$ cat config.mk
export PLATFORM = sky130hd
export DESIGN_NAME = rtms_top
export DESIGN_NICKNAME = d
export VERILOG_FILES = /design/src/core/rtms_pkg.sv /design/src/core/rtms_flag_bank.sv /design/src/core/rtms_ahb_slave.sv /design/src/core/rtms_top.sv
export VERILOG_INCLUDE_DIRS = /design/src /design/src/core
export SDC_FILE = /design/constraint.sdc
export NUM_CORES = 1
export LEC_CHECK = 0
export ABC_CLOCK_PERIOD_IN_PS = 5900
export BUFFER_PORTS_ARGS = -buffer_cell sky130_fd_sc_hd__buf_4
export CAP_MARGIN = 10
export CORE_ASPECT_RATIO = 1.25
export CORE_UTILIZATION = 30
export CTS_CLUSTER_DIAMETER = 100
export CTS_CLUSTER_SIZE = 8
export DETAILED_ROUTE_END_ITERATION = 16
export SLEW_MARGIN = 10
export SYNTH_ARGS = -nofsm -noshare
export SYNTH_HDL_FRONTEND = slang
export SYNTH_HIERARCHICAL = 1
export SYNTH_SLANG_ARGS = --single-unit
$ cat constraint.sdc
create_clock -name ref_clk -period 5.9 [get_ports ref_clk]
set_input_delay 0.59 -clock ref_clk [delete_from_list [all_inputs] [get_ports ref_clk]]
set_output_delay 0.59 -clock ref_clk [all_outputs]
set_load 0.02 [all_outputs]
$ cat src/core/rtms_defs.svh
// register indices, field positions, reset values and fixed addresses
`ifndef RTMS_DEFS_SVH
`define RTMS_DEFS_SVH
`define RTMS_IDX_MASK     4'h0
`define RTMS_IDX_CFG1     4'h1
`define RTMS_IDX_CFG2     4'h2
`define RTMS_IDX_START    4'h3
`define RTMS_IDX_INTSTAT  4'h6
`define RTMS_IDX_CFG3     4'h7
`define RTMS_IDX_CFG4     4'h8
`define RTMS_IDX_CFG5     4'h9
`define RTMS_IDX_LASTCMD  4'hd
`define RTMS_IDX_STKPTR   4'he
`define RTMS_IDX_BLKSTAT  4'hf
`define RTMS_REG_RESET    16'h0000
`define RTMS_SP_RAM_ADDR  16'h0100
`define RTMS_SP_STEP      16'h0004
`define RTMS_STK_BASE_SZ  16'h0100
`define RTMS_ST_EOM       0
`define RTMS_ST_MODECODE  1
`define RTMS_ST_FMTERR    2
`define RTMS_ST_STKROLL   3
`define RTMS_ST_SACTRL    4
`define RTMS_ST_CBROLL    5
`define RTMS_ST_W         6
`define RTMS_C1_MIP       0
`define RTMS_C1_SWF_LO    7
`define RTMS_C1_SWF_HI    11
`define RTMS_C2_ENH_INT   15
`define RTMS_C2_BUSY_TBL  13
`define RTMS_C2_DBL_BUF   12
`define RTMS_C2_OVERWR    11
`define RTMS_C2_ENH_MEM   1
`define RTMS_C2_SEP_BCST  0
`define RTMS_C3_ENH_MODE  15
`define RTMS_C3_STK_HI    14
`define RTMS_C3_STK_LO    13
`define RTMS_C3_INH_ILL   4
`define RTMS_C3_INH_BUSY  3
`define RTMS_C3_FLAG_WRAP 2
`define RTMS_C3_ENH_MC    0
`define RTMS_C4_MC_OVR    13
`define RTMS_C4_LATCH_TA  3
`define RTMS_C5_TA_HI     5
`define RTMS_C5_TA_LO     1
`define RTMS_SACW_TX_INT  14
`define RTMS_SACW_RX_INT  9
`define RTMS_SACW_BC_INT  4
`endif

$ cat src/core/rtms_pkg.sv
// types shared by the message status block
package rtms_pkg;
  typedef logic [15:0] rtms_word_t;
  typedef logic [3:0]  rtms_idx_t;
  typedef enum logic [0:0] {
    RTMS_IDLE    = 1'b0,
    RTMS_SERVICE = 1'b1
  } rtms_msg_state_t;
endpackage : rtms_pkg

$ cat src/core/rtms_flag_bank.sv
// bank of sticky flags, set wins over clear
`timescale 1ns/1ps
module rtms_flag_bank #(
  parameter int W = 1
) (
  // clock and reset
  input  wire logic         ref_clk,
  input  wire logic         rst_n,
  input  wire logic         clr_all,
  // flag control
  input  wire logic [W-1:0] set,
  input  wire logic [W-1:0] clr,
  output logic      [W-1:0] q
);
  always_ff @(posedge ref_clk or negedge rst_n) begin
    if (!rst_n) begin
      q <= '0;
    end else if (clr_all) begin
      q <= set;
    end else begin
      q <= (q & ~clr) | set;
    end
  end
endmodule : rtms_flag_bank

$ cat src/core/rtms_ahb_slave.sv
// ahb-lite slave front end: zero-wait writes, one-wait reads
`timescale 1ns/1ps
module rtms_ahb_slave
  import rtms_pkg::*;
(
  // clock and reset
  input  wire logic         ref_clk,
  input  wire logic         rst_n,
  // ahb-lite
  input  wire logic         hsel,
  input  wire logic [31:0]  haddr,
  input  wire logic [1:0]   htrans,
  input  wire logic         hwrite,
  input  wire logic [2:0]   hsize,
  input  wire logic [31:0]  hwdata,
  input  wire logic         hready,
  output logic              hreadyout,
  output logic [31:0]       hrdata,
  output logic              hresp,
  // register side
  output logic              reg_wr,
  output rtms_pkg::rtms_idx_t reg_idx,
  output rtms_pkg::rtms_word_t reg_wdata,
  input  rtms_pkg::rtms_word_t reg_rdata
);
  logic accept;
  logic mapped;
  logic wr_pend;
  logic rd_wait;
  logic rd_mapped;

  assign accept    = hsel & htrans[1] & hready;
  // anything but an aligned word inside the map is ignored and reads zero
  assign mapped    = (haddr[31:6] == 26'h0) & (haddr[1:0] == 2'h0) & (hsize == 3'h2);
  assign reg_wr    = wr_pend;
  assign reg_wdata = hwdata[15:0];
  assign hreadyout = ~rd_wait;
  assign hresp     = 1'b0;

  always_ff @(posedge ref_clk or negedge rst_n) begin
    if (!rst_n) begin
      wr_pend   <= 1'b0;
      rd_wait   <= 1'b0;
      rd_mapped <= 1'b0;
      reg_idx   <= 4'h0;
    end else begin
      wr_pend <= accept & hwrite & mapped;
      rd_wait <= accept & ~hwrite;
      if (accept) begin
        reg_idx   <= haddr[5:2];
        rd_mapped <= mapped;
      end
    end
  end

  // the wait cycle lets a write that just finished show in the read value
  always_ff @(posedge ref_clk or negedge rst_n) begin
    if (!rst_n) begin
      hrdata <= 32'h0;
    end else if (rd_wait) begin
      hrdata <= rd_mapped ? {16'h0, reg_rdata} : 32'h0;
    end
  end
endmodule : rtms_ahb_slave

$ cat src/core/rtms_top.sv
// remote terminal message service status and configuration registers
//
// Functional notes
// [RULE1] start register write 0001 soft-resets terminal
// [RULE2] configuration 3 bit 15 sets enhanced mode
// [RULE3] enhanced: message-in-progress bit tracks servicing
// [RULE4] stack pointer advances four per message start
// [RULE5] last command loaded at message start
// [RULE6] message completion sets end-of-message status bit
// [RULE7] enhanced interrupts: status sets ignoring mask
// [RULE8] otherwise mask gates status and interrupt
// [RULE9] subaddress control word end flag sets status
// [RULE10] selected mode code completion sets status
// [RULE11] format error for received-message errors
// [RULE12] stack wrap at programmed boundary flags rollover
// [RULE13] circular buffer wrap sets rollover status
// [RULE14] overwrite invalid data holds circular buffer
// [RULE15] block status error bits 12-9, 6-0
// [RULE16] configuration 1 ones clear status word flags
// [RULE17] mask 0036 enables four event interrupts
// [RULE18] configuration 3 inhibits, flag wrap, mode codes; flag wrap bit 2 is unused and stack rollover status ignores it
// [RULE19] configuration 4 override busy, latch address; override bit 13 is unused
// [RULE20] configuration 5 options and terminal address
// [RULE21] configuration 2 enhanced memory and buffering
// [RULE22] host primes stack pointer and status words
`timescale 1ns/1ps
`include "rtms_defs.svh"
module rtms_top (
  // clock and reset
  input  wire logic         ref_clk,
  input  wire logic         rst_n,
  // ahb-lite register bus
  input  wire logic         hsel,
  input  wire logic [31:0]  haddr,
  input  wire logic [1:0]   htrans,
  input  wire logic         hwrite,
  input  wire logic [2:0]   hsize,
  input  wire logic [31:0]  hwdata,
  input  wire logic         hready,
  output logic              hreadyout,
  output logic [31:0]       hrdata,
  output logic              hresp,
  // message events from the protocol engine
  input  wire logic         msg_start,
  input  rtms_pkg::rtms_word_t msg_cmd,
  input  wire logic         msg_done,
  input  wire logic [10:0]  msg_err,
  input  wire logic         msg_is_mode_code,
  input  wire logic         msg_broadcast,
  input  rtms_pkg::rtms_word_t msg_sa_ctrl,
  input  rtms_pkg::rtms_word_t msg_mc_select,
  input  wire logic         msg_illegal,
  input  wire logic         msg_busy,
  input  wire logic         cbuf_wrap,
  input  wire logic [4:0]   status_word_set,
  input  wire logic [4:0]   strap_addr,
  // stack pointer write-back to shared ram
  output logic              sp_ram_we,
  output rtms_pkg::rtms_word_t sp_ram_addr,
  output rtms_pkg::rtms_word_t sp_ram_data,
  // results to the engine and host
  output rtms_pkg::rtms_word_t block_status,
  output logic              cbuf_advance,
  output logic              store_inhibit,
  output logic              soft_reset,
  output logic              irq,
  output logic [4:0]        status_word_flags,
  output logic [4:0]        rt_address,
  output rtms_pkg::rtms_word_t cfg2_out,
  output rtms_pkg::rtms_word_t cfg3_out,
  output rtms_pkg::rtms_word_t cfg4_out,
  output rtms_pkg::rtms_word_t cfg5_out
);
  import rtms_pkg::*;

  // ----------------------------------------
  // bus front end
  // ----------------------------------------
  logic       reg_wr;
  rtms_idx_t  reg_idx;
  rtms_word_t reg_wdata;
  rtms_word_t reg_rdata;

  rtms_ahb_slave u_bus (
    .ref_clk   (ref_clk),
    .rst_n     (rst_n),
    .hsel      (hsel),
    .haddr     (haddr),
    .htrans    (htrans),
    .hwrite    (hwrite),
    .hsize     (hsize),
    .hwdata    (hwdata),
    .hready    (hready),
    .hreadyout (hreadyout),
    .hrdata    (hrdata),
    .hresp     (hresp),
    .reg_wr    (reg_wr),
    .reg_idx   (reg_idx),
    .reg_wdata (reg_wdata),
    .reg_rdata (reg_rdata)
  );

  // ----------------------------------------
  // configuration registers
  // ----------------------------------------
  rtms_word_t      int_mask;
  rtms_word_t      cfg1;
  rtms_word_t      cfg2;
  rtms_word_t      cfg3;
  rtms_word_t      cfg4;
  rtms_word_t      cfg5;
  rtms_word_t      last_cmd;
  rtms_word_t      stack_ptr;
  rtms_msg_state_t msg_state;
  logic [`RTMS_ST_W-1:0] int_status;
  logic [`RTMS_ST_W-1:0] st_event;
  logic [`RTMS_ST_W-1:0] st_clr;
  logic            enh_mode;
  logic            enh_int;

  assign soft_reset = reg_wr & (reg_idx == `RTMS_IDX_START) & reg_wdata[0]; // [RULE1]
  assign enh_mode   = cfg3[`RTMS_C3_ENH_MODE]; // [RULE2]
  assign enh_int    = enh_mode & cfg2[`RTMS_C2_ENH_INT];

  // soft reset returns the mask and configuration registers to their power-up value
  always_ff @(posedge ref_clk or negedge rst_n) begin
    if (!rst_n) begin
      int_mask <= `RTMS_REG_RESET;
      cfg1     <= `RTMS_REG_RESET;
      cfg2     <= `RTMS_REG_RESET;
      cfg3     <= `RTMS_REG_RESET;
      cfg4     <= `RTMS_REG_RESET;
      cfg5     <= `RTMS_REG_RESET;
    end else if (soft_reset) begin // [RULE1]
      int_mask <= `RTMS_REG_RESET;
      cfg1     <= `RTMS_REG_RESET;
      cfg2     <= `RTMS_REG_RESET;
      cfg3     <= `RTMS_REG_RESET;
      cfg4     <= `RTMS_REG_RESET;
      cfg5     <= `RTMS_REG_RESET;
    end else if (reg_wr) begin
      unique case (reg_idx)
        `RTMS_IDX_MASK: int_mask <= reg_wdata; // [RULE17]
        `RTMS_IDX_CFG1: cfg1     <= reg_wdata; // [RULE16]
        `RTMS_IDX_CFG2: cfg2     <= reg_wdata; // [RULE21]
        `RTMS_IDX_CFG3: cfg3     <= reg_wdata; // [RULE2] [RULE18]
        `RTMS_IDX_CFG4: cfg4     <= reg_wdata; // [RULE19]
        `RTMS_IDX_CFG5: cfg5     <= reg_wdata; // [RULE20]
        default: ;
      endcase
    end
  end

  assign cfg2_out = cfg2;
  assign cfg3_out = cfg3;
  assign cfg4_out = cfg4;
  assign cfg5_out = cfg5;

  // terminal address comes from configuration 5 only when latching is selected
  assign rt_address = cfg4[`RTMS_C4_LATCH_TA] ?
                      cfg5[`RTMS_C5_TA_HI:`RTMS_C5_TA_LO] : strap_addr; // [RULE19] [RULE20]

  // illegal or busy messages keep their data out of ram when inhibited
  assign store_inhibit = (msg_illegal & cfg3[`RTMS_C3_INH_ILL]) |
                         (msg_busy & cfg3[`RTMS_C3_INH_BUSY]); // [RULE18]

  // ----------------------------------------
  // status word flags in configuration 1
  // ----------------------------------------
  logic [4:0] swf_clr;

  assign swf_clr = (reg_wr && reg_idx == `RTMS_IDX_CFG1) ?
                   reg_wdata[`RTMS_C1_SWF_HI:`RTMS_C1_SWF_LO] : 5'h00; // [RULE16]

  rtms_flag_bank #(.W(5)) u_swf (
    .ref_clk (ref_clk),
    .rst_n   (rst_n),
    .clr_all (soft_reset),
    .set     (status_word_set),
    .clr     (swf_clr),
    .q       (status_word_flags)
  );

  // ----------------------------------------
  // message tracking
  // ----------------------------------------
  always_ff @(posedge ref_clk or negedge rst_n) begin
    if (!rst_n) begin
      msg_state <= RTMS_IDLE;
    end else if (soft_reset) begin
      msg_state <= RTMS_IDLE;
    end else begin
      unique case (msg_state)
        RTMS_IDLE:    if (msg_start) msg_state <= RTMS_SERVICE; // [RULE3]
        RTMS_SERVICE: if (msg_done) msg_state <= RTMS_IDLE;     // [RULE3]
      endcase
    end
  end

  always_ff @(posedge ref_clk or negedge rst_n) begin
    if (!rst_n) begin
      last_cmd <= `RTMS_REG_RESET;
    end else if (soft_reset) begin
      last_cmd <= `RTMS_REG_RESET;
    end else if (msg_start) begin
      last_cmd <= msg_cmd; // [RULE5]
    end
  end

  // ----------------------------------------
  // command stack pointer
  // ----------------------------------------
  rtms_word_t stk_mask;
  rtms_word_t next_sp;
  logic       stk_wrap;

  always_comb begin
    unique case (cfg3[`RTMS_C3_STK_HI:`RTMS_C3_STK_LO])
      2'h0: stk_mask = `RTMS_STK_BASE_SZ - 16'h0001;
      2'h1: stk_mask = (`RTMS_STK_BASE_SZ << 1) - 16'h0001;
      2'h2: stk_mask = (`RTMS_STK_BASE_SZ << 2) - 16'h0001;
      2'h3: stk_mask = (`RTMS_STK_BASE_SZ << 3) - 16'h0001;
    endcase
    stk_wrap = ((stack_ptr & stk_mask) + `RTMS_SP_STEP) > stk_mask; // [RULE12]
    next_sp  = stk_wrap ? (stack_ptr & ~stk_mask) : (stack_ptr + `RTMS_SP_STEP); // [RULE4]
  end

  // the host primes the pointer through the register before the first message
  always_ff @(posedge ref_clk or negedge rst_n) begin
    if (!rst_n) begin
      stack_ptr   <= `RTMS_REG_RESET;
      sp_ram_we   <= 1'b0;
      sp_ram_data <= `RTMS_REG_RESET;
    end else if (soft_reset) begin
      stack_ptr   <= `RTMS_REG_RESET;
      sp_ram_we   <= 1'b0;
      sp_ram_data <= `RTMS_REG_RESET;
    end else begin
      sp_ram_we <= msg_start;
      if (msg_start) begin
        stack_ptr   <= next_sp; // [RULE4]
        sp_ram_data <= next_sp;
      end else if (reg_wr && reg_idx == `RTMS_IDX_STKPTR) begin
        stack_ptr <= reg_wdata; // [RULE22]
      end
    end
  end

  assign sp_ram_addr = `RTMS_SP_RAM_ADDR;

  // ----------------------------------------
  // completion results
  // ----------------------------------------
  logic sa_int_sel;
  logic mc_sel;
  logic fmt_err;

  assign fmt_err    = |msg_err; // [RULE11]
  assign sa_int_sel = msg_is_mode_code ? 1'b0 :
                      msg_broadcast ? msg_sa_ctrl[`RTMS_SACW_BC_INT] :
                      msg_cmd[10] ? msg_sa_ctrl[`RTMS_SACW_TX_INT] :
                      msg_sa_ctrl[`RTMS_SACW_RX_INT];
  assign mc_sel     = msg_is_mode_code & msg_mc_select[msg_cmd[3:0]];

  // block status error field, written once per completed message
  always_ff @(posedge ref_clk or negedge rst_n) begin
    if (!rst_n) begin
      block_status <= `RTMS_REG_RESET;
      cbuf_advance <= 1'b0;
    end else if (soft_reset) begin
      block_status <= `RTMS_REG_RESET;
      cbuf_advance <= 1'b0;
    end else begin
      // with overwrite set, an errored message leaves the buffer where it was so the retry lands on top
      cbuf_advance <= msg_done & ~(fmt_err & cfg2[`RTMS_C2_OVERWR]); // [RULE14]
      if (msg_done) begin
        block_status <= {3'h0, msg_err[10:7], 2'h0, msg_err[6:0]}; // [RULE15]
      end
    end
  end

  // ----------------------------------------
  // interrupt status
  // ----------------------------------------
  logic [`RTMS_ST_W-1:0] st_gate;
  logic [`RTMS_ST_W-1:0] st_set;

  always_comb begin
    st_event = '0;
    st_event[`RTMS_ST_EOM]      = msg_done; // [RULE6]
    st_event[`RTMS_ST_MODECODE] = msg_done & cfg3[`RTMS_C3_ENH_MC] & mc_sel; // [RULE10]
    st_event[`RTMS_ST_FMTERR]   = msg_done & fmt_err; // [RULE11]
    st_event[`RTMS_ST_STKROLL]  = msg_start & stk_wrap; // [RULE12]
    st_event[`RTMS_ST_SACTRL]   = msg_done & cfg2[`RTMS_C2_ENH_MEM] & sa_int_sel; // [RULE9]
    st_event[`RTMS_ST_CBROLL]   = cbuf_wrap; // [RULE13]
  end

  // in enhanced interrupt mode the mask only gates the pin, not the bits
  assign st_gate = enh_int ? {`RTMS_ST_W{1'b1}} : int_mask[`RTMS_ST_W-1:0]; // [RULE7] [RULE8]
  assign st_clr  = (reg_wr && reg_idx == `RTMS_IDX_INTSTAT) ?
                   reg_wdata[`RTMS_ST_W-1:0] : '0;
  assign st_set  = st_event & st_gate;

  rtms_flag_bank #(.W(`RTMS_ST_W)) u_int (
    .ref_clk (ref_clk),
    .rst_n   (rst_n),
    .clr_all (soft_reset),
    .set     (st_set),
    .clr     (st_clr),
    .q       (int_status)
  );

  assign irq = |(int_status & int_mask[`RTMS_ST_W-1:0]); // [RULE8] [RULE17]

  // ----------------------------------------
  // register read mux
  // ----------------------------------------
  always_comb begin
    reg_rdata = 16'h0000;
    unique case (reg_idx)
      `RTMS_IDX_MASK:    reg_rdata = int_mask;
      `RTMS_IDX_CFG1: begin
        reg_rdata = cfg1;
        reg_rdata[`RTMS_C1_SWF_HI:`RTMS_C1_SWF_LO] = status_word_flags;
        reg_rdata[`RTMS_C1_MIP] = enh_mode & (msg_state == RTMS_SERVICE); // [RULE3]
      end
      `RTMS_IDX_CFG2:    reg_rdata = cfg2;
      `RTMS_IDX_INTSTAT: reg_rdata = {10'h000, int_status};
      `RTMS_IDX_CFG3:    reg_rdata = cfg3;
      `RTMS_IDX_CFG4:    reg_rdata = cfg4;
      `RTMS_IDX_CFG5:    reg_rdata = cfg5;
      `RTMS_IDX_LASTCMD: reg_rdata = last_cmd;
      `RTMS_IDX_STKPTR:  reg_rdata = stack_ptr;
      `RTMS_IDX_BLKSTAT: reg_rdata = block_status;
      default:           reg_rdata = 16'h0000;
    endcase
  end

  // ----------------------------------------
  // assertions
  // ----------------------------------------
  a_soft_reset_clr: assert property (@(posedge ref_clk) disable iff (!rst_n) // [RULE1]
    soft_reset |=> (cfg3 == 16'h0000 && int_status == $past(st_set) && msg_state == RTMS_IDLE))
    else $error("soft reset did not clear state");

  a_mip_service: assert property (@(posedge ref_clk) disable iff (!rst_n) // [RULE3]
    (msg_start && !soft_reset && msg_state == RTMS_IDLE) |=>
      (msg_state == RTMS_SERVICE) until_with (msg_done || soft_reset))
    else $error("message in progress dropped early");

  a_sp_advance: assert property (@(posedge ref_clk) disable iff (!rst_n) // [RULE4]
    (msg_start && !soft_reset && !stk_wrap) |=> stack_ptr == $past(stack_ptr) + 16'h0004)
    else $error("stack pointer did not advance by four");

  a_sp_ram_copy: assert property (@(posedge ref_clk) disable iff (!rst_n) // [RULE4]
    (msg_start && !soft_reset) |=> (sp_ram_we && sp_ram_data == stack_ptr))
    else $error("stack pointer not written back");

  a_last_cmd_load: assert property (@(posedge ref_clk) disable iff (!rst_n) // [RULE5]
    (msg_start && !soft_reset) |=> last_cmd == $past(msg_cmd))
    else $error("last command not loaded");

  a_eom_enh_set: assert property (@(posedge ref_clk) disable iff (!rst_n) // [RULE6]
    (msg_done && enh_int && !soft_reset) |=> int_status[`RTMS_ST_EOM])
    else $error("end of message bit not set");

  a_mask_blocks: assert property (@(posedge ref_clk) disable iff (!rst_n) // [RULE8]
    (!enh_int && !int_mask[`RTMS_ST_FMTERR] && !int_status[`RTMS_ST_FMTERR])
      |=> !int_status[`RTMS_ST_FMTERR])
    else $error("masked format error bit set");

  a_fmt_err_set: assert property (@(posedge ref_clk) disable iff (!rst_n) // [RULE11]
    (msg_done && |msg_err && enh_int && !soft_reset) ##1 1'b1 |->
      int_status[`RTMS_ST_FMTERR] && {7'h00, block_status[12:9]} == ($past(msg_err) >> 7))
    else $error("format error not reported");

  a_stk_roll: assert property (@(posedge ref_clk) disable iff (!rst_n) // [RULE12]
    (msg_start && stk_wrap && enh_int && !soft_reset) |=>
      (int_status[`RTMS_ST_STKROLL] && (stack_ptr & stk_mask) == 16'h0000))
    else $error("stack rollover not flagged");

  a_hold_on_error: assert property (@(posedge ref_clk) disable iff (!rst_n) // [RULE14]
    (msg_done && fmt_err && cfg2[`RTMS_C2_OVERWR]) |=> !cbuf_advance)
    else $error("buffer advanced past invalid data");

  a_irq_on_mask: assert property (@(posedge ref_clk) disable iff (!rst_n) // [RULE8]
    (msg_done && int_mask[`RTMS_ST_EOM] && !soft_reset && !reg_wr) |=> irq)
    else $error("enabled end of message raised no interrupt");
endmodule : rtms_top

==> results.txt <==
Post-CTS Resized = 0
clock-pin slew on the worst setup and hold paths = 70 ps
Die ar. = 32,400 µm²
Seq pwr share = 46.3%
Crit path largest cell delay = 570 ps
DR iter-0 viols = 679
Peak Freq = 0.243 GHz
DRT antenna net count = 0
min-delay worst type = primary input to async pin
Post-CTS Repair Setup Buffers = 0
number of hold buffers added after cts = 0
fin nets = 1,351
pin count of the biggest net entering global routing = 101
ys flop type = dfrtp_1
met3 wire length = 2.00 mm
most frequent cells in the layout = 253 x buf_4, 186 x dfrtp_1, 164 x nand2_1, 124 x o21ai_0, 51 x nor2_1
Top Layer Used = met4
fraction of layout cells with a size suffix above 1 = 27.0%
Layout Cells excl Fill = 1,616
final setup violating endpoints = 0
Mean Syn Cell Area = 9.43 µm²
WL met2 = 16.7 mm
Cell Chain, Critical Path = ha_1, nand3_1, nor2_1, and3_1, xor2_1, nor2_1, ha_1, nand4_1, or4_1, o21a_1, or3_4, nor3b_1, a221o_1
Synth Warn # = 6
I/O Buffers = 242
first-pass GRT wire length = 52.2 mm
CP max-delay cell = dfrtp_1
Cell variety after synth = 64
global-route total usage across every layer = 21.4%
Setup crit end kind = register
Starting Density = 30.6%
placed cells = 1,584
Worst EP required = 6280 ps
Tcrit/Tclk final = 69.8%
cell area after layout = 12,000 µm²
drt first pass iters = 7
Pleak = 5.59 nW
Vias/cell = 5.19
core area = 31,100 µm²
FF+latch count, synth = 186
Vias = 8,389
Worst VDD drop = 134 µV
Register Area = 4650 µm²
Final TNS setup = 0 ps
die span in y = 201 µm
status = finished clean
placed instance area = 11,400 µm²
DPL Wire Length = 25.5 mm
max-cap viol count = 0
initial antenna violation count = 0
Psw = 0.912 mW
Internal = 2.15 mW
wire per inst = 21.2 µm
Net Sw Frac = 29.8%
final hold viol count = 0
clock skew = 13.4 ps
Pwr Total = 3.06 mW
H-tree Lvls = 4
vias in the first global route = 8,411
Post-Syn Instances = 1,008
Cell Rows = 72
Crit Path Max Fanout = 13
WL final = 34.3 mm
number of flops mapped to enable cells by yosys = 0
Multi-input gate area = 4250 µm²
asr flop ratio synth = 100%
Least-Margin Pin Slew = 1130 ps
routability cong. = 0.895
Combinational Power Share = 15.1%
Slew Limit Fails = 0
clock sink total = 186
Worst slew margin = 24.8%
Overflow after GRT = 0
Mapped Area = 9500 µm²
n_diodes = 0
setup ws final = 1780 ps
DR DRC count = 0
maximum clock path buffer count = 2
hold slack final = 189 ps
worst reg2reg path depth = 13
worst setup path class = register to register
fillers = 3,122
synth-to-layout area growth = 26.6%
post-layout min period = 4120 ps
Die Wd = 161 µm
pre-CTS setup slack = 1820 ps
final core occ = 38.7%
P per Cell Area = 255 nW/µm²
Startpoint Class = register
r2r setup slk = 1780 ps
TritonCTS Buffers = 17
clock network fraction of total power = 38.6%
CTS tree = done
Arr. time, crit path = 4500 ps
post-synthesis sequential area ratio = 49.0%
commonest non-fill, non-tap cell in the layout = buf_4
Skew-Pair Late Insertion Delay = 450 ps
wl on met1 = 14.2 mm
RSZ-0062 raised after global routing = no
Root Buffer = clkbuf_16
IO Pins = 311
-- critical path: cells and delay by family (launching register included) --
| kind | cells | cell delay (ps) |
|---|---|---|
| AOI/OAI and AO/OA | 2 | 550 |
| xor gates and xnor gates | 1 | 150 |
| adders and majority gates | 2 | 610 |
| DFF | 1 | 570 |
| and+or+nand+nor | 8 | 2170 |
-- cell type report --
cell class	instances	share of cell area (%)
inverter	25	0.780
clock inverter	13	1.32
tap	407	4.23
timing repair buffer	255	16.1
sequential	186	38.7
clock buffer	19	3.60
multi-input combinational	711	35.3
-- state kept, by name, summed over array words and instances (netlist names), 5 cells and up --
name,cells
stack_ptr,16
last_cmd,16
cfg4_out,16
cfg3_out,16
cfg5_out,16
u_bus/hrdata,16
block_status,11
u_swf/q,5
u_int/q,6
int_mask,16
sp_ram_data,16
cfg1,10
cfg2_out,16
-- cell usage after synthesis (14+ instances only) --
cell type    n  share of area (%)
buf_4       54                4.3
a22oi_1     23                1.8
nand2_1    164                6.5
nand3_1     37                1.9
mux2i_1     32                3.4
nor3b_1     14                1.1
inv_1       25               0.99
o21ai_0    129                6.8
dfrtp_1    186                 49
nor2_1      53                2.1
a221oi_1    16                1.5
a22o_1      19                1.8
clkbuf_1    54                2.1
a21oi_1     26                1.4
-- cell families (layout without fill, tap and decap cells) --
kind of cell,after synthesis,after routing,share of synthesized area [%]
AO/OA/AOI/OAI,259,259,17.5
XOR/XNOR,11,11,1.01
adder cells (fa/ha/maj),5,5,0.658
buffers and inverters,146,312,8.15
flip-flops,186,186,49.0
multiplexers,47,47,5.74
other,3,38,0.119
AND/OR/NAND/NOR,351,351,17.9
-- worst paths after layout --
check                               start          endpoint
max                          stack_ptr[3]      stack_ptr[4]
min                                 rst_n    sp_ram_data[6]
max reg2reg                  stack_ptr[3]      stack_ptr[4]
min reg2reg                sp_ram_data[4]    sp_ram_data[4]
max in group asynchronous           rst_n  u_bus/reg_idx[0]
min in group ref_clk               hwrite     u_bus/rd_wait
-- per-layer routing --
metal  up-vias  global-route usage, %
met2       338                   35.4
met4         0                   9.50
met1      4133                   27.1
met3        59                   3.74
met5         -                      0
li1       3859                      -
-- power groups by stage --
stage | Clock, mW | Combinational, mW | Sequential [mW]
floorplan | 0 | 0.268 | 1.41
global placement | 0 | 0.460 | 1.44
detailed placement | 0 | 0.465 | 1.44
CTS | 1.21 | 0.467 | 1.41
global route | 1.25 | 0.502 | 1.42
finish | 1.18 | 0.462 | 1.42
No activity file was read; power rests on OpenSTA's default activity.
